`config.mk`:
```
export PLATFORM = sky130hd
export DESIGN_NAME = cdar_calendar
export DESIGN_NICKNAME = d
export VERILOG_FILES = /design/src/cdar_pkg.sv /design/src/cdar_date_if.sv /design/src/cdar_date_store.sv /design/src/cdar_win_cnt.sv /design/src/cdar_calendar.sv
export VERILOG_INCLUDE_DIRS = /design/src
export SDC_FILE = /design/constraint.sdc
export NUM_CORES = 1
export LEC_CHECK = 0
export ABC_CLOCK_PERIOD_IN_PS = 2850
export BUFFER_PORTS_ARGS = -buffer_cell sky130_fd_sc_hd__buf_2
export CAP_MARGIN = 0
export CORE_ASPECT_RATIO = 1.5
export CORE_MARGIN = 5
export CORE_UTILIZATION = 47
export DETAILED_ROUTE_END_ITERATION = 8
export PLACE_DENSITY = 0.8
export SYNTH_ARGS = -nofsm -noshare
export SYNTH_HDL_FRONTEND = slang
export SYNTH_SLANG_ARGS = --single-unit
```
`constraint.sdc`:
```
create_clock -name i_ref_clk -period 2.85 [get_ports i_ref_clk]
set_input_delay 0.4275 -clock i_ref_clk [delete_from_list [all_inputs] [get_ports i_ref_clk]]
set_output_delay 0.4275 -clock i_ref_clk [all_outputs]
set_load 0.01 [all_outputs]
```
`src/cdar_consts.svh`:
```
`ifndef CDAR_CONSTS_SVH
`define CDAR_CONSTS_SVH

// ----------------------------------------------------------------
// register offsets (byte addresses)
// ----------------------------------------------------------------
`define CDAR_OFS_CAL_DATE   8'h00
`define CDAR_OFS_ALM_DATE   8'h04
`define CDAR_OFS_CTRL       8'h08
`define CDAR_OFS_STATUS     8'h0c

// ----------------------------------------------------------------
// field positions
// ----------------------------------------------------------------
`define CDAR_YT_HI      31
`define CDAR_YT_LO      28
`define CDAR_YU_HI      27
`define CDAR_YU_LO      24
`define CDAR_MT_BIT     20
`define CDAR_MU_HI      19
`define CDAR_MU_LO      16
`define CDAR_DT_HI      13
`define CDAR_DT_LO      12
`define CDAR_DU_HI      11
`define CDAR_DU_LO      8
`define CDAR_WD_HI      2
`define CDAR_WD_LO      0
`define CDAR_CTRL_RUN   0
`define CDAR_CTRL_LOCK  1
`define CDAR_ST_SYNC    2
`define CDAR_ST_ALMUNS  1
`define CDAR_ST_PEND    0
`define CDAR_ST_DROP    3

// ----------------------------------------------------------------
// reset values
// ----------------------------------------------------------------
`define CDAR_RST_DATE   32'h0000_0000
`define CDAR_RST_CTRL   2'h1
`define CDAR_RST_FIELDS 22'h0

// ----------------------------------------------------------------
// timing
// ----------------------------------------------------------------
`define CDAR_CLK_PERIOD_NS  50
`define CDAR_SYNC_LEAD_NS   500
`define CDAR_SYNC_TRAIL_NS  200
`define CDAR_LEAD_CYC  ((`CDAR_SYNC_LEAD_NS + `CDAR_CLK_PERIOD_NS - 1) / `CDAR_CLK_PERIOD_NS)
`define CDAR_TRAIL_CYC ((`CDAR_SYNC_TRAIL_NS + `CDAR_CLK_PERIOD_NS - 1) / `CDAR_CLK_PERIOD_NS)
`define CDAR_WIN_W      5

`endif

```
`src/cdar_pkg.sv`:
```
`default_nettype none
package cdar_pkg;

  typedef struct packed {
    logic [3:0] yt;
    logic [3:0] yu;
    logic       mt;
    logic [3:0] mu;
    logic [1:0] dt;
    logic [3:0] du;
    logic [2:0] wd;
  } cdar_date_t;

  typedef enum logic [1:0] {
    CDAR_IDLE  = 2'b00,
    CDAR_LEAD  = 2'b01,
    CDAR_APPLY = 2'b10,
    CDAR_TRAIL = 2'b11
  } cdar_state_t;

endpackage
`default_nettype wire

```
`src/cdar_date_if.sv`:
```
`default_nettype none
interface cdar_date_if;
  import cdar_pkg::*;
  logic        wr;
  logic [31:0] wdata;
  logic        load;
  cdar_date_t  next;
  cdar_date_t  q;

  modport ctl   (output wr, output wdata, output load, output next, input q);
  modport store (input wr, input wdata, input load, input next, output q);
endinterface
`default_nettype wire

```
`src/cdar_date_store.sv`:
```
`include "cdar_consts.svh"
`default_nettype none
module cdar_date_store
  import cdar_pkg::*;
#(
  parameter bit HAS_YEAR = 1'b1
) (
  input  wire logic   i_ref_clk,
  input  wire logic   i_arst_n,
  cdar_date_if.store  bus
);

  // a bus write wins over the calendar advance in the same cycle
  always_ff @(posedge i_ref_clk or negedge i_arst_n) begin
    if (!i_arst_n) begin
      bus.q <= cdar_date_t'(`CDAR_RST_FIELDS);
    end else if (bus.wr) begin
      bus.q.yt <= HAS_YEAR ? bus.wdata[`CDAR_YT_HI:`CDAR_YT_LO] : 4'h0;
      bus.q.yu <= HAS_YEAR ? bus.wdata[`CDAR_YU_HI:`CDAR_YU_LO] : 4'h0;
      bus.q.mt <= bus.wdata[`CDAR_MT_BIT];
      bus.q.mu <= bus.wdata[`CDAR_MU_HI:`CDAR_MU_LO];
      bus.q.dt <= bus.wdata[`CDAR_DT_HI:`CDAR_DT_LO];
      bus.q.du <= bus.wdata[`CDAR_DU_HI:`CDAR_DU_LO];
      bus.q.wd <= bus.wdata[`CDAR_WD_HI:`CDAR_WD_LO];
    end else if (bus.load) begin
      bus.q <= bus.next;
    end
  end

endmodule
`default_nettype wire

```
`src/cdar_win_cnt.sv`:
```
`include "cdar_consts.svh"
`default_nettype none
module cdar_win_cnt (
  input  wire logic                   i_ref_clk,
  input  wire logic                   i_arst_n,
  input  wire logic                   i_load,
  input  wire logic [`CDAR_WIN_W-1:0] i_value,
  output logic                        o_last
);

  logic [`CDAR_WIN_W-1:0] count;

  always_ff @(posedge i_ref_clk or negedge i_arst_n) begin
    if (!i_arst_n) begin
      count <= '0;
    end else if (i_load) begin
      count <= i_value;
    end else if (count != '0) begin
      count <= count - 1'b1;
    end
  end

  // high in the final cycle of a window that was loaded with n: n cycles long
  assign o_last = (count == `CDAR_WIN_W'(1));

endmodule
`default_nettype wire

```
`src/cdar_calendar.sv`:
```
`include "cdar_consts.svh"
`default_nettype none
module cdar_calendar
  import cdar_pkg::*;
(
  input  wire logic        i_ref_clk,
  input  wire logic        i_arst_n,
  // register port
  input  wire logic [7:0]  i_addr,
  input  wire logic [31:0] i_wdata,
  input  wire logic        i_wr,
  input  wire logic        i_rd,
  output logic      [31:0] o_rdata,
  // time-keeping and alarm side, same clock
  input  wire logic        i_day_tick,
  input  wire logic        i_alarm_busy,
  output logic             o_sync_flag,
  output logic             o_alarm_write_unsafe_flag,
  output logic      [31:0] o_calendar_date,
  output logic      [31:0] o_alarm_date
);

  // ----------------------------------------------------------------
  // declarations
  // ----------------------------------------------------------------
  localparam logic [`CDAR_WIN_W-1:0] LEAD_CYC  = `CDAR_WIN_W'(`CDAR_LEAD_CYC);
  localparam logic [`CDAR_WIN_W-1:0] TRAIL_CYC = `CDAR_WIN_W'(`CDAR_TRAIL_CYC);

  cdar_date_if cal_if ();
  cdar_date_if alm_if ();

  cdar_state_t            state;
  cdar_state_t            next_state;
  logic [1:0]             ctrl;
  logic                   tick_pending;
  logic                   alarm_unsafe;
  logic                   alarm_drop;
  logic                   win_load;
  logic [`CDAR_WIN_W-1:0] win_value;
  logic                   win_last;
  logic                   wr_cal;
  logic                   wr_alm;
  logic                   wr_ctrl;
  logic                   wr_status;
  logic                   alm_blocked;
  logic [31:0]            cal_word;
  logic [31:0]            alm_word;
  logic [31:0]            status_word;
  logic [31:0]            next_rdata;
  cdar_date_t             cur;
  cdar_date_t             nxt;
  logic [6:0]             day_bin;
  logic [6:0]             last_bin;
  logic [4:0]             month_bin;
  logic                   leap;

  // ----------------------------------------------------------------
  // address decode
  // ----------------------------------------------------------------
  // the lock option lets hardware shield the alarm comparator from a
  // careless write; without it the software handshake alone protects it
  assign alm_blocked = ctrl[`CDAR_CTRL_LOCK] & alarm_unsafe;
  assign wr_cal      = i_wr & (i_addr == `CDAR_OFS_CAL_DATE);
  assign wr_alm      = i_wr & (i_addr == `CDAR_OFS_ALM_DATE) & ~alm_blocked;
  assign wr_ctrl     = i_wr & (i_addr == `CDAR_OFS_CTRL);
  assign wr_status   = i_wr & (i_addr == `CDAR_OFS_STATUS);

  // ----------------------------------------------------------------
  // date storage
  // ----------------------------------------------------------------
  assign cal_if.wr    = wr_cal;
  assign cal_if.wdata = i_wdata;
  assign cal_if.load  = (state == CDAR_APPLY);
  assign cal_if.next  = nxt;
  assign alm_if.wr    = wr_alm;
  assign alm_if.wdata = i_wdata;
  assign alm_if.load  = 1'b0;
  assign alm_if.next  = cdar_date_t'(`CDAR_RST_FIELDS);

  cdar_date_store #(
    .HAS_YEAR (1'b1)
  ) u_cal_store (
    .i_ref_clk (i_ref_clk),
    .i_arst_n  (i_arst_n),
    .bus       (cal_if.store)
  );

  cdar_date_store #(
    .HAS_YEAR (1'b0)
  ) u_alm_store (
    .i_ref_clk (i_ref_clk),
    .i_arst_n  (i_arst_n),
    .bus       (alm_if.store)
  );

  assign cur = cal_if.q;

  // ----------------------------------------------------------------
  // register images
  // ----------------------------------------------------------------
  always_comb begin
    cal_word                               = '0;
    cal_word[`CDAR_YT_HI:`CDAR_YT_LO]      = cur.yt;
    cal_word[`CDAR_YU_HI:`CDAR_YU_LO]      = cur.yu;
    cal_word[`CDAR_MT_BIT]                 = cur.mt;
    cal_word[`CDAR_MU_HI:`CDAR_MU_LO]      = cur.mu;
    cal_word[`CDAR_DT_HI:`CDAR_DT_LO]      = cur.dt;
    cal_word[`CDAR_DU_HI:`CDAR_DU_LO]      = cur.du;
    cal_word[`CDAR_WD_HI:`CDAR_WD_LO]      = cur.wd;
  end

  always_comb begin
    alm_word                               = '0;
    alm_word[`CDAR_MT_BIT]                 = alm_if.q.mt;
    alm_word[`CDAR_MU_HI:`CDAR_MU_LO]      = alm_if.q.mu;
    alm_word[`CDAR_DT_HI:`CDAR_DT_LO]      = alm_if.q.dt;
    alm_word[`CDAR_DU_HI:`CDAR_DU_LO]      = alm_if.q.du;
    alm_word[`CDAR_WD_HI:`CDAR_WD_LO]      = alm_if.q.wd;
  end

  always_comb begin
    status_word                  = '0;
    status_word[`CDAR_ST_SYNC]   = o_sync_flag;
    status_word[`CDAR_ST_ALMUNS] = alarm_unsafe;
    status_word[`CDAR_ST_PEND]   = tick_pending;
    status_word[`CDAR_ST_DROP]   = alarm_drop;
  end

  // ----------------------------------------------------------------
  // read port
  // ----------------------------------------------------------------
  always_comb begin
    next_rdata = '0;
    if (i_rd) begin
      case (i_addr)
        `CDAR_OFS_CAL_DATE: next_rdata = cal_word;
        `CDAR_OFS_ALM_DATE: next_rdata = alm_word;
        `CDAR_OFS_CTRL:     next_rdata = {30'h0000_0000, ctrl};
        `CDAR_OFS_STATUS:   next_rdata = status_word;
        default:            next_rdata = '0;
      endcase
    end
  end

  // data stand only in the cycle after the read strobe
  always_ff @(posedge i_ref_clk or negedge i_arst_n) begin
    if (!i_arst_n) begin
      o_rdata <= '0;
    end else begin
      o_rdata <= next_rdata;
    end
  end

  // ----------------------------------------------------------------
  // control and status
  // ----------------------------------------------------------------
  always_ff @(posedge i_ref_clk or negedge i_arst_n) begin
    if (!i_arst_n) begin
      ctrl <= `CDAR_RST_CTRL;
    end else if (wr_ctrl) begin
      ctrl <= i_wdata[`CDAR_CTRL_LOCK:`CDAR_CTRL_RUN];
    end
  end

  always_ff @(posedge i_ref_clk or negedge i_arst_n) begin
    if (!i_arst_n) begin
      alarm_unsafe <= 1'b0;
    end else begin
      alarm_unsafe <= i_alarm_busy;
    end
  end

  // sticky record of a refused alarm write; a refusal beats a clear
  always_ff @(posedge i_ref_clk or negedge i_arst_n) begin
    if (!i_arst_n) begin
      alarm_drop <= 1'b0;
    end else if (i_wr && (i_addr == `CDAR_OFS_ALM_DATE) && alm_blocked) begin
      alarm_drop <= 1'b1;
    end else if (wr_status && i_wdata[`CDAR_ST_DROP]) begin
      alarm_drop <= 1'b0;
    end
  end

  // a day tick that lands while an update is under way is kept, not lost
  always_ff @(posedge i_ref_clk or negedge i_arst_n) begin
    if (!i_arst_n) begin
      tick_pending <= 1'b0;
    end else if (i_day_tick && ctrl[`CDAR_CTRL_RUN]) begin
      tick_pending <= 1'b1;
    end else if (state == CDAR_IDLE) begin
      tick_pending <= 1'b0;
    end
  end

  // ----------------------------------------------------------------
  // update sequencer
  // ----------------------------------------------------------------
  // the flag rises a lead window before the date moves and stays up a
  // trail window after, so a read that starts with the flag low is safe
  always_comb begin
    next_state = state;
    win_load   = 1'b0;
    win_value  = LEAD_CYC;
    case (state)
      CDAR_IDLE: begin
        if (tick_pending) begin
          next_state = CDAR_LEAD;
          win_load   = 1'b1;
          win_value  = LEAD_CYC;
        end
      end
      CDAR_LEAD: begin
        if (win_last) begin
          next_state = CDAR_APPLY;
        end
      end
      CDAR_APPLY: begin
        next_state = CDAR_TRAIL;
        win_load   = 1'b1;
        win_value  = TRAIL_CYC;
      end
      CDAR_TRAIL: begin
        if (win_last) begin
          next_state = CDAR_IDLE;
        end
      end
      default: begin
        next_state = CDAR_IDLE;
      end
    endcase
  end

  always_ff @(posedge i_ref_clk or negedge i_arst_n) begin
    if (!i_arst_n) begin
      state <= CDAR_IDLE;
    end else begin
      state <= next_state;
    end
  end

  always_ff @(posedge i_ref_clk or negedge i_arst_n) begin
    if (!i_arst_n) begin
      o_sync_flag <= 1'b0;
    end else begin
      o_sync_flag <= (next_state != CDAR_IDLE);
    end
  end

  cdar_win_cnt u_win (
    .i_ref_clk (i_ref_clk),
    .i_arst_n  (i_arst_n),
    .i_load    (win_load),
    .i_value   (win_value),
    .o_last    (win_last)
  );

  // ----------------------------------------------------------------
  // next calendar day
  // ----------------------------------------------------------------
  // leap years follow the plain four-year rule over the two-digit year
  always_comb begin
    leap = cur.yt[0] ? ((cur.yu == 4'h2) || (cur.yu == 4'h6))
                     : ((cur.yu == 4'h0) || (cur.yu == 4'h4) || (cur.yu == 4'h8));
  end

  always_comb begin
    month_bin = cur.mt ? (5'h0a + {1'b0, cur.mu}) : {1'b0, cur.mu};
    day_bin   = (7'(cur.dt) * 7'h0a) + {3'h0, cur.du};
    case (month_bin)
      5'h02:   last_bin = leap ? 7'h1d : 7'h1c;
      5'h04:   last_bin = 7'h1e;
      5'h06:   last_bin = 7'h1e;
      5'h09:   last_bin = 7'h1e;
      5'h0b:   last_bin = 7'h1e;
      default: last_bin = 7'h1f;
    endcase
  end

  // out-of-range values written by software roll to the first legal value
  always_comb begin
    nxt    = cur;
    nxt.wd = (cur.wd >= 3'h6) ? 3'h0 : cur.wd + 3'h1;
    if (day_bin >= last_bin) begin
      nxt.dt = 2'h0;
      nxt.du = 4'h1;
      if (month_bin >= 5'h0c) begin
        nxt.mt = 1'b0;
        nxt.mu = 4'h1;
        if (cur.yu >= 4'h9) begin
          nxt.yu = 4'h0;
          nxt.yt = (cur.yt >= 4'h9) ? 4'h0 : cur.yt + 4'h1;
        end else begin
          nxt.yu = cur.yu + 4'h1;
        end
      end else if (cur.mu >= 4'h9) begin
        nxt.mt = 1'b1;
        nxt.mu = 4'h0;
      end else begin
        nxt.mu = cur.mu + 4'h1;
      end
    end else if (cur.du >= 4'h9) begin
      nxt.du = 4'h0;
      nxt.dt = cur.dt + 2'h1;
    end else begin
      nxt.du = cur.du + 4'h1;
    end
  end

  // ----------------------------------------------------------------
  // outputs to time keeping and alarm comparator
  // ----------------------------------------------------------------
  always_ff @(posedge i_ref_clk or negedge i_arst_n) begin
    if (!i_arst_n) begin
      o_calendar_date           <= `CDAR_RST_DATE;
      o_alarm_date              <= `CDAR_RST_DATE;
      o_alarm_write_unsafe_flag <= 1'b0;
    end else begin
      o_calendar_date           <= cal_word;
      o_alarm_date              <= alm_word;
      o_alarm_write_unsafe_flag <= alarm_unsafe;
    end
  end

endmodule
`default_nettype wire

```
==> key figures, run 1 <==
Placed design
  • Hpwl dp: 8210 um
  • Port Buffers: 97
  • Routability cong.: 0.866

Worst setup path
  • Critical path arrival: between 3 and 4 ns
  • Crit end category: flop
  • WS Path Type: reg2reg
  • Startpoint types: flop
  • Critical path data required time: ~3.1 ns
  • Crit path max fanout: 4

STA
  • Hold Vio Cnt, Final: 0
  • Slew headroom: 0.533
  • Final min period: 2.96 ns
  • F_max: ~340 MHz
  • Fin. max-slew vios: 0
  • Total Neg Setup Slack: -0.407 ns
  • Setup Skew: roughly 0.008 ns
  • Tcrit/Tclk final: 1.04
  • WHS: 0.105 ns
  • Final worst slack: -0.112 ns
  • RSZ-0062 raised after global routing: true
  • Setup Viol. Count Final: 8
  • Tightest Pin Transition: about 0.70 ns

Route
  • Via count normalized by instance count: 5.16
  • First-pass DRT Iterations: 4
  • DRC errors left: 0
  • ANT nets after route: 0
  • Wire per inst: 16.1 um
  • Routed Wire Length: 11400 um
  • Via count: 3671
  • Starting DRT DRC Count: 252

Clock tree
  • Clock tree buffer depth: 2
  • CTS clk-pin slew, worst paths: 0.07 ns
  • H-tree Lvls: 3
  • CTS Hold Bufs: 0
  • Clock Sinks: 109
  • CTS tree: built
  • Clock buffer count from CTS: 9
  • Skew-Pair Late Insertion Delay: about 0.35 ns
  • Root buffer cell: clkbuf_16

Run status
  • Failing checks: setup timing
  • Status: finished with violations

Final layout
  • Fin util: 0.584
  • Layout cells sized above 1: 0.333
  • Net count, final: 631
  • FF+latch area: 2730 sq um
  • Area delta synth->final: 22.6%
  • Fillers: around 840
  • Antenna diodes: 0
  • Most common cell after layout, fill and taps aside: dfrtp_1
  • Area of the multi-input gates: 2130 sq um
  • Commonest non-fill, non-tap cells in the layout: dfrtp_1, buf_2, conb_1

Logic synthesis
  • Synth unique cells: between 50 and 60
  • Avg Cell Area, Syn: 11.3 sq um
  • Most frequently used flop master after synthesis: dfrtp_1
  • Synth top area cells: dfrtp_1, buf_4, ha_1
  • Synth Instances: about 450
  • Yosys warnings: 0
  • Yosys top cell area share: 0.538
  • Synthesized area: around 5000 sq um
  • Leading area contributor after synthesis: dfrtp_1
  • Number of synthesized flops with an enable pin: 0
  • Async S/R FF share, synth: 1.00
  • Sequential-to-total area share from yosys stat: 0.543
  • FF+latch count, synth: 109

Die
  • Core area: 10500 sq um
  • Die width: 94.4 um
  • Starting Density: 0.477
  • Full die area: 12900 sq um
  • IO Pins: 144
  • Die height: 137 um
  • Site Rows: 46

Worst hold path
  • Hold Crit Class: in2async

Power
  • Max VDD drop: between 400 and 500 uV
  • Total power: a little under 6 mW
  • Power density cells: 968 nW/um^2
  • Leakage: roughly 3.1 nW

GRT
  • Pin count of the biggest net entering global routing: between 50 and 60
  • First-pass GRT wire length: around 18000 um
  • Grt ovf: 0
  • Total track usage: 0.183
  • Initial antenna violation count: 0
  • Vias in the first global route: 3773

Flow run
  • Max cap viols: 0
-- cell type report --
class / instances / area share
flip-flops and latches: 109 / 0.444
multi-input cells: 301 / 0.346
repair buffers: 123 / 0.114
clock buffers: 12 / 0.0400
well taps: 144 / 0.0293
clock inverters: 4 / 0.0159
inverters: 18 / 0.0110
-- synthesized netlist by cell type (2+ instances only) --
cell type,number
xnor2_1,2
or3_1,4
a31oi_1,6
and2_1,4
buf_4,38
mux2i_1,10
a211oi_2,2
o31ai_1,3
clkbuf_1,10
nor3_1,11
nand4b_1,2
mux2_2,16
dfrtp_1,108
o211ai_1,4
nand4_1,3
nand2_1,33
and3_1,2
a221oi_1,2
nor2_1,28
inv_1,18
o22a_1,2
a21boi_0,3
a21oi_1,19
nor4b_1,2
nor2b_1,3
or2_2,2
nand3_1,14
nor4_1,7
nand2b_1,3
ha_1,22
xor2_1,3
o21ai_0,19
mux4_2,2
a22o_1,10
buf_2,4
-- cell families (layout without fill, tap and decap cells) --
family	Yosys count	after routing	synth area share
AO/OA/AOI/OAI	84	84	0.114
AND/OR/NAND/NOR	124	124	0.127
flip-flops	109	109	0.543
adder cells (fa/ha/maj)	23	23	0.0588
other	1	37	0.000747
buffers and inverters	71	157	0.0825
multiplexers	28	28	0.0648
XOR/XNOR	5	5	0.00872
-- worst max-delay path, cell delays in order (launching register included) --
cell      delay (ns)
dfrtp_2         0.43
ha_4            0.26
or3_1           0.30
o21ai_1         0.08
a31oi_1         0.10
o22a_1          0.18
ha_1            0.30
nand2b_4        0.15
a21oi_4         0.17
o22ai_4         0.12
buf_4           0.17
a21oi_1         0.17
buf_4           0.18
a21oi_1         0.06
o221ai_2        0.19
-- path summary, 6_finish.rpt --
path | start | to | slack, ns | depth (start not counted)
setup / recovery | u_cal_store.bus.q[10] | u_cal_store.bus.q[11] | -0.11 | 14
hold / removal | i_arst_n | alarm_unsafe | 0.11 | 1
setup reg to reg | u_cal_store.bus.q[10] | u_cal_store.bus.q[11] | -0.11 | 14
hold reg to reg | u_alm_store.bus.q[5] | o_alarm_date[10] | 0.41 | 0
max in group asynchronous | i_arst_n | o_calendar_date[19] | 1.99 | 2
min in group i_ref_clk | i_alarm_busy | alarm_unsafe | 0.18 | 1
-- layer usage --
metal  global-route usage  up-vias  part of all wire
li1                     -     1721                 -
met1                0.205     1804              0.37
met2                0.331      129              0.54
met3               0.0457       17             0.066
met4               0.0723        0             0.022
met5                    0        -                 0
-- registers in the layout, indices dropped and copies added, names as in the netlist --
signal,flops
o_calendar_date,22
tick_pending,1
o_alarm_date,14
ctrl,2
o_sync_flag,1
u_alm_store.bus.q,14
o_rdata,23
state,2
u_win.count,5
alarm_unsafe,1
alarm_drop,1
u_cal_store.bus.q,22
o_alarm_write_unsafe_flag,1
-- repair_timing --
item,CTS,global route
hold endpoints to repair,0,0
gates resized for setup,4,15
endpoints found under the setup margin,12,19
setup buffers,0,5
pin swaps,1,11
-- metrics by stage --
stage	setup WS, ns	std cells	instance area [sq um]
after floorplan	0.00986	481	5200
after global placement	0.0333	690	5700
after detailed placement	-0.0614	690	5700
after CTS	-0.0749	706	6060
after global routing	-0.207	711	6150
final	-0.112	711	6150
-- power by group --
part | internal, mW | switching, mW | total, mW
Sequential | 1.90 | 0.327 | 2.23
Combinational | 1.05 | 1.26 | 2.31
Clock | 0.883 | 0.536 | 1.42
Total | 3.83 | 2.12 | 5.96
No activity file was read; power rests on OpenSTA's default activity.
==> inputs of run 2 (changes only) <==
Settings changed: CORE_ASPECT_RATIO 1.5 to 2, SETUP_SLACK_MARGIN from default to 0.15.
==> key figures, run 2 (synthesis results as in run 1) <==
Power
  • Power density cells: 955 nW/um^2
  • Max VDD drop: between 400 and 500 uV
  • Leakage: 3.10 nW
  • Total power: 5.88 mW

STA
  • Setup Skew: 0.00673 ns
  • RSZ-0062 raised after global routing: true
  • Tightest Pin Transition: slightly below 0.7 ns
  • Final worst slack: -0.0168 ns
  • Hold Vio Cnt, Final: 0
  • Setup Viol. Count Final: 2
  • Final min period: roughly 2.9 ns
  • F_max: 349 MHz
  • Tcrit/Tclk final: 1.01
  • Fin. max-slew vios: 0
  • WHS: just over 0.09 ns
  • Slew headroom: 0.538

Clock tree
  • Root buffer cell: clkbuf_16
  • Clock tree buffer depth: 2
  • CTS tree: built
  • H-tree Lvls: 3
  • CTS clk-pin slew, worst paths: ~0.070 ns
  • Clock Sinks: 109
  • Skew-Pair Late Insertion Delay: 0.36 ns
  • Clock buffer count from CTS: 9

Final layout
  • Fin cells: roughly 700
  • Regs by FF count: o_rdata (23), o_calendar_date (22), u_cal_store.bus.q (22)
  • Area of the multi-input gates: 2140 sq um
  • FF+latch area: 2730 sq um
  • Most common cell after layout, fill and taps aside: dfrtp_1
  • Max reg flops: 23
  • Area delta synth->final: 22.5%
  • Most flop-heavy register: o_rdata
  • Commonest non-fill, non-tap cells in the layout: dfrtp_1, buf_2, conb_1
  • Layout cells sized above 1: 0.340
  • Fillers: 884
  • Net count, final: 635
  • Antenna diodes: 0

Route
  • Wire per inst: 16.7 um
  • Starting DRT DRC Count: 187
  • Via count: 3709
  • ANT nets after route: 0
  • Via count normalized by instance count: approximately 5.2
  • DRC errors left: 0
  • First-pass DRT Iterations: 5
  • Routed Wire Length: ~12000 um

Worst setup path
  • Register-to-Register Path Depth: 13
  • Worst reg2reg setup slack: -0.02 ns
  • WS Path Type: reg2reg
  • R2R Path Start: u_cal_store.bus.q[10]
  • Worst path top cell family by delay: compound AO/OA/AOI/OAI gates
  • Cells along the critical path: ha_4, or3_1, o21ai_1, a31oi_1, o22a_1, ha_1, nand2b_4, a21oi_4, o22ai_4, buf_4, a21oi_4, a221oi_1, a21oi_1
  • Slowest CP cell: dfrtp_2
  • Worst R2R End: u_cal_store.bus.q[10]
  • Crit path max fanout: 4
  • CP max stage delay: 0.43 ns
  • Startpoint types: flop
  • Worst setup path startpoint: u_cal_store.bus.q[10]
  • Critical path arrival: 3.10 ns
  • Bufs and invs on worst path: 1
  • CP dominant cell by count: a21oi_4
  • Crit end category: flop
  • Critical path data required time: around 3.1 ns

Placed design
  • Port Buffers: a little under 100
  • Hpwl dp: 8550 um
  • Routability cong.: about 0.94
  • Post-Place Cells: 688

GRT
  • Total track usage: 0.176
  • Pin count of the biggest net entering global routing: 60
  • Vias in the first global route: 3890
  • First-pass GRT wire length: around 18000 um
  • Grt ovf: 0
  • Initial antenna violation count: 0

Die
  • Full die area: between 10000 and 15000 sq um
  • Starting Density: 0.479
  • Core area: 10500 sq um
  • Die width: 83.1 um
  • IO Pins: 144
  • Die height: 156 um
  • Site Rows: 53

Run status
  • Status: finished with violations
  • Failing checks: setup timing

Worst hold path
  • Hold Crit Class: in2async

Flow run
  • Max cap viols: 0
## run 2: cell types whose count changed in the layout (fill, tap and decap cells not counted), moves of 2 or more
cell	delta
nor3_2	+2
inv_6	+2
o21ai_1	+2
o21ai_0	-3
clkbuf_1	-2
clkinv_2	+2
bufinv_16	-2
buf_6	+3
a21oi_1	-2
## run 2: layer usage
layer	wire length (um)	up-vias	global-route usage	share of wire
met3	624	31	0.0402	0.053
met2	6740	126	0.334	0.57
met1	4000	1820	0.169	0.34
met4	439	0	0.106	0.037
li1	-	1732	-	-
met5	0	-	0	0
## run 2: area by class of cell
| class | instances | share of cell area |
|---|---|---|
| sequential | 109 | 0.444 |
| multi-input combinational | 301 | 0.348 |
| timing repair buffer | 127 | 0.120 |
| clock buffer | 9 | 0.0366 |
| tap | 137 | 0.0279 |
| clock inverter | 7 | 0.0118 |
| inverter | 18 | 0.0110 |
## run 2: per-stage QoR
stage	setup slack, ns	util	TNS (ns)	area [sq um]
detailed placement	-0.123	0.546	-0.430	5720
global route	-0.170	0.587	-1.41	6150
CTS	-0.0334	0.581	-0.0334	6080
finish	-0.0168	0.587	-0.0226	6150
global placement	-0.0533	0.546	-0.0679	5720
floorplan	0.00986	-	0	5200
## run 2: power breakdown
part / internal [mW] / switching (mW) / leakage, nW
Sequential: 1.90 / 0.323 / 1.39
Clock: 0.684 / 0.569 / 0.142
Combinational: 1.05 / 1.34 / 1.57
## run 2: how the worst max path moves through the flow
| stage | end | cells after the start |
|---|---|---|
| after CTS | u_cal_store.bus.q[20] | 12 |
| after floorplan | u_cal_store.bus.q[20] | 12 |
| after global routing | u_cal_store.bus.q[11] | 14 |
| after global placement | u_cal_store.bus.q[3] | 15 |
| final | u_cal_store.bus.q[10] | 13 |
| after detailed placement | u_cal_store.bus.q[3] | 14 |
## run 2: worst reg2reg max path: cells and delay by family, from the launching register on
kind | cells | cell delay, ns
adders and majority gates | 2 | 0.52
and+or+nand+nor | 2 | 0.45
DFF | 1 | 0.43
buffers and inverters | 1 | 0.20
AOI/OAI and AO/OA | 8 | 1.16
## run 2: repair_timing
action / CTS / global route
resized for setup: 10 / 15
pin swaps: 10 / 7
setup buffers: 3 / 2
setup endpoints to repair: 17 / 19
hold buffers: 0 / 0
==> inputs of run 3 (changes only) <==
Settings changed: CORE_UTILIZATION 47 to 49, CTS_BUF_LIST from default to sky130_fd_sc_hd__clkbuf_8, GPL_TIMING_DRIVEN from default to 0, PLACE_DENSITY 0.8 to 0.83.
==> key figures, run 3 (synthesis results as in run 1) <==
Worst setup path
  • Crit path max fanout: 5
  • Critical path arrival: approximately 3.3 ns
  • Slowest CP cell: or4b_1
  • Bufs and invs on worst path: 0
  • Startpoint types: flop
  • Worst path top cell family by delay: simple AND/OR/NAND/NOR gates
  • Critical path data required time: 3.17 ns
  • WS Path Type: reg2reg
  • Cells along the critical path: ha_4, or3_1, o21ai_2, a31oi_2, o22a_1, ha_1, nand2b_4, a21oi_4, o22ai_4, nand4_4, or4b_1, a31oi_1
  • CP max stage delay: 0.52 ns
  • Crit end category: flop

STA
  • Final worst slack: -0.167 ns
  • Hold Vio Cnt, Final: 0
  • Slew headroom: 0.424
  • Final min period: 3.02 ns
  • Setup Viol. Count Final: 15
  • Fin. max-slew vios: 0
  • Total Neg Setup Slack: -1.26 ns
  • Setup Skew: 0.0105 ns
  • F_max: around 330 MHz
  • Tightest Pin Transition: 0.857 ns
  • RSZ-0062 raised after global routing: true
  • Tcrit/Tclk final: 1.06

Final layout
  • Fin util: 0.632
  • Regs by FF count: o_rdata (23), o_calendar_date (22), u_cal_store.bus.q (22)
  • Max reg flops: 23
  • Most flop-heavy register: o_rdata
  • Commonest non-fill, non-tap cells in the layout: dfrtp_1, buf_2, buf_4
  • Layout cells sized above 1: 0.375
  • Final Cell Area: approximately 6400 sq um
  • Area delta synth->final: 26.9%
  • Fin cells: 748
  • Fillers: 752
  • Antenna diodes: 0
  • Net count, final: 677
  • Most common cell after layout, fill and taps aside: dfrtp_1

Placed design
  • Post-Place Cells: 712
  • Hpwl dp: 9080 um
  • Post-placement cell area: 5870 sq um
  • Routability cong.: 0.898
  • Port Buffers: 95

Route
  • First-pass DRT Iterations: 5
  • ANT nets after route: 0
  • Via count normalized by instance count: 5.39
  • Wire per inst: about 17 um
  • Via count: 4028
  • DRC errors left: 0
  • Routed Wire Length: 12900 um
  • Starting DRT DRC Count: 298

Power
  • Seq pwr share: 0.383
  • Internal power: approximately 3.6 mW
  • Total power: about 5.9 mW
  • Leakage: 3.27 nW
  • Power density cells: 932 nW/um^2
  • Clock power share: 0.173
  • Sw Ratio: 0.395
  • Max VDD drop: 421 uV
  • Combinational power share: 0.444
  • NetSw: 2.34 mW

Clock tree
  • Skew-Pair Late Insertion Delay: 0.39 ns
  • CTS Hold Bufs: 0
  • H-tree Lvls: 3
  • Clock buffer count from CTS: 9
  • Root buffer cell: clkbuf_8
  • CTS tree: built
  • CTS clk-pin slew, worst paths: 0.10 ns
  • Clock Sinks: ~110
  • Clock tree buffer depth: 2

Die
  • Core area: just over 10000 sq um
  • Die height: 153 um
  • Site Rows: 52
  • Full die area: 12500 sq um
  • IO Pins: 144
  • Starting Density: 0.498
  • Die width: 81.6 um

Run status
  • Failing checks: setup timing
  • Status: finished with violations

Flow run
  • Max cap viols: 0

GRT
  • Grt ovf: 0
  • First-pass GRT wire length: 20400 um
  • Pin count of the biggest net entering global routing: 75
  • Initial antenna violation count: 0
  • Total track usage: 0.213
  • Vias in the first global route: 4116

Worst hold path
  • Hold Crit Class: in2async
run 3: area by class of cell:
cell class / instances / area, sq um / share of cell area
buffer: 53 / 348 / 0.0546
multi-input combinational: 301 / 2160 / 0.339
sequential: 109 / 2730 / 0.429
clock buffer: 9 / 124 / 0.0194
clock inverter: 7 / 98.8 / 0.0155
tap: 135 / 169 / 0.0265
timing repair buffer: 116 / 667 / 0.105
inverter: 18 / 67.6 / 0.0106
run 3: final timing paths:
check / startpoint / to / slack, ns / depth (start not counted)
worst max-delay path: u_cal_store.bus.q[11] / u_cal_store.bus.q[20] / -0.17 / 12
worst min-delay path: i_arst_n / o_calendar_date[8] / 0.002 / 1
worst max register to register: u_cal_store.bus.q[11] / u_cal_store.bus.q[20] / -0.17 / 12
worst min register to register: u_cal_store.bus.q[13] / o_calendar_date[20] / 0.38 / 0
max in group asynchronous: i_arst_n / ctrl[0] / 2.11 / 2
min in group i_ref_clk: i_alarm_busy / alarm_unsafe / 0.14 / 1
run 3: stage by stage:
stage | hold WS [ns] | worst slack [ns]
after floorplan | 0.132 | 0.00986
after global placement | 0.357 | -0.155
after detailed placement | 0.364 | -0.298
after CTS | 0.00647 | -0.153
after global routing | 0.0228 | -0.261
final | 0.00209 | -0.167
run 3: what timing repair did:
action,CTS,global route
setup buffers,14,6
pin swaps,9,10
gates resized for setup,18,14
setup endpoints to repair,19,19
run 3: per-layer routing:
| layer | wire [um] | track usage |
|---|---|---|
| met1 | 4340 | 0.224 |
| met5 | 0 | 0 |
| met3 | 847 | 0.0430 |
| met4 | 717 | 0.118 |
| met2 | 7040 | 0.379 |
run 3: power by group through the flow:
stage / registers [mW] / logic (mW) / clock network [mW]
6_report: 2.27 / 2.63 / 1.03
5_1_grt: 2.32 / 2.86 / 1.10
4_1_cts: 2.26 / 2.38 / 1.03
3_5_place_dp: 2.31 / 1.95 / 0
3_3_place_gp: 2.30 / 1.82 / 0
2_1_floorplan: 2.30 / 1.34 / 0
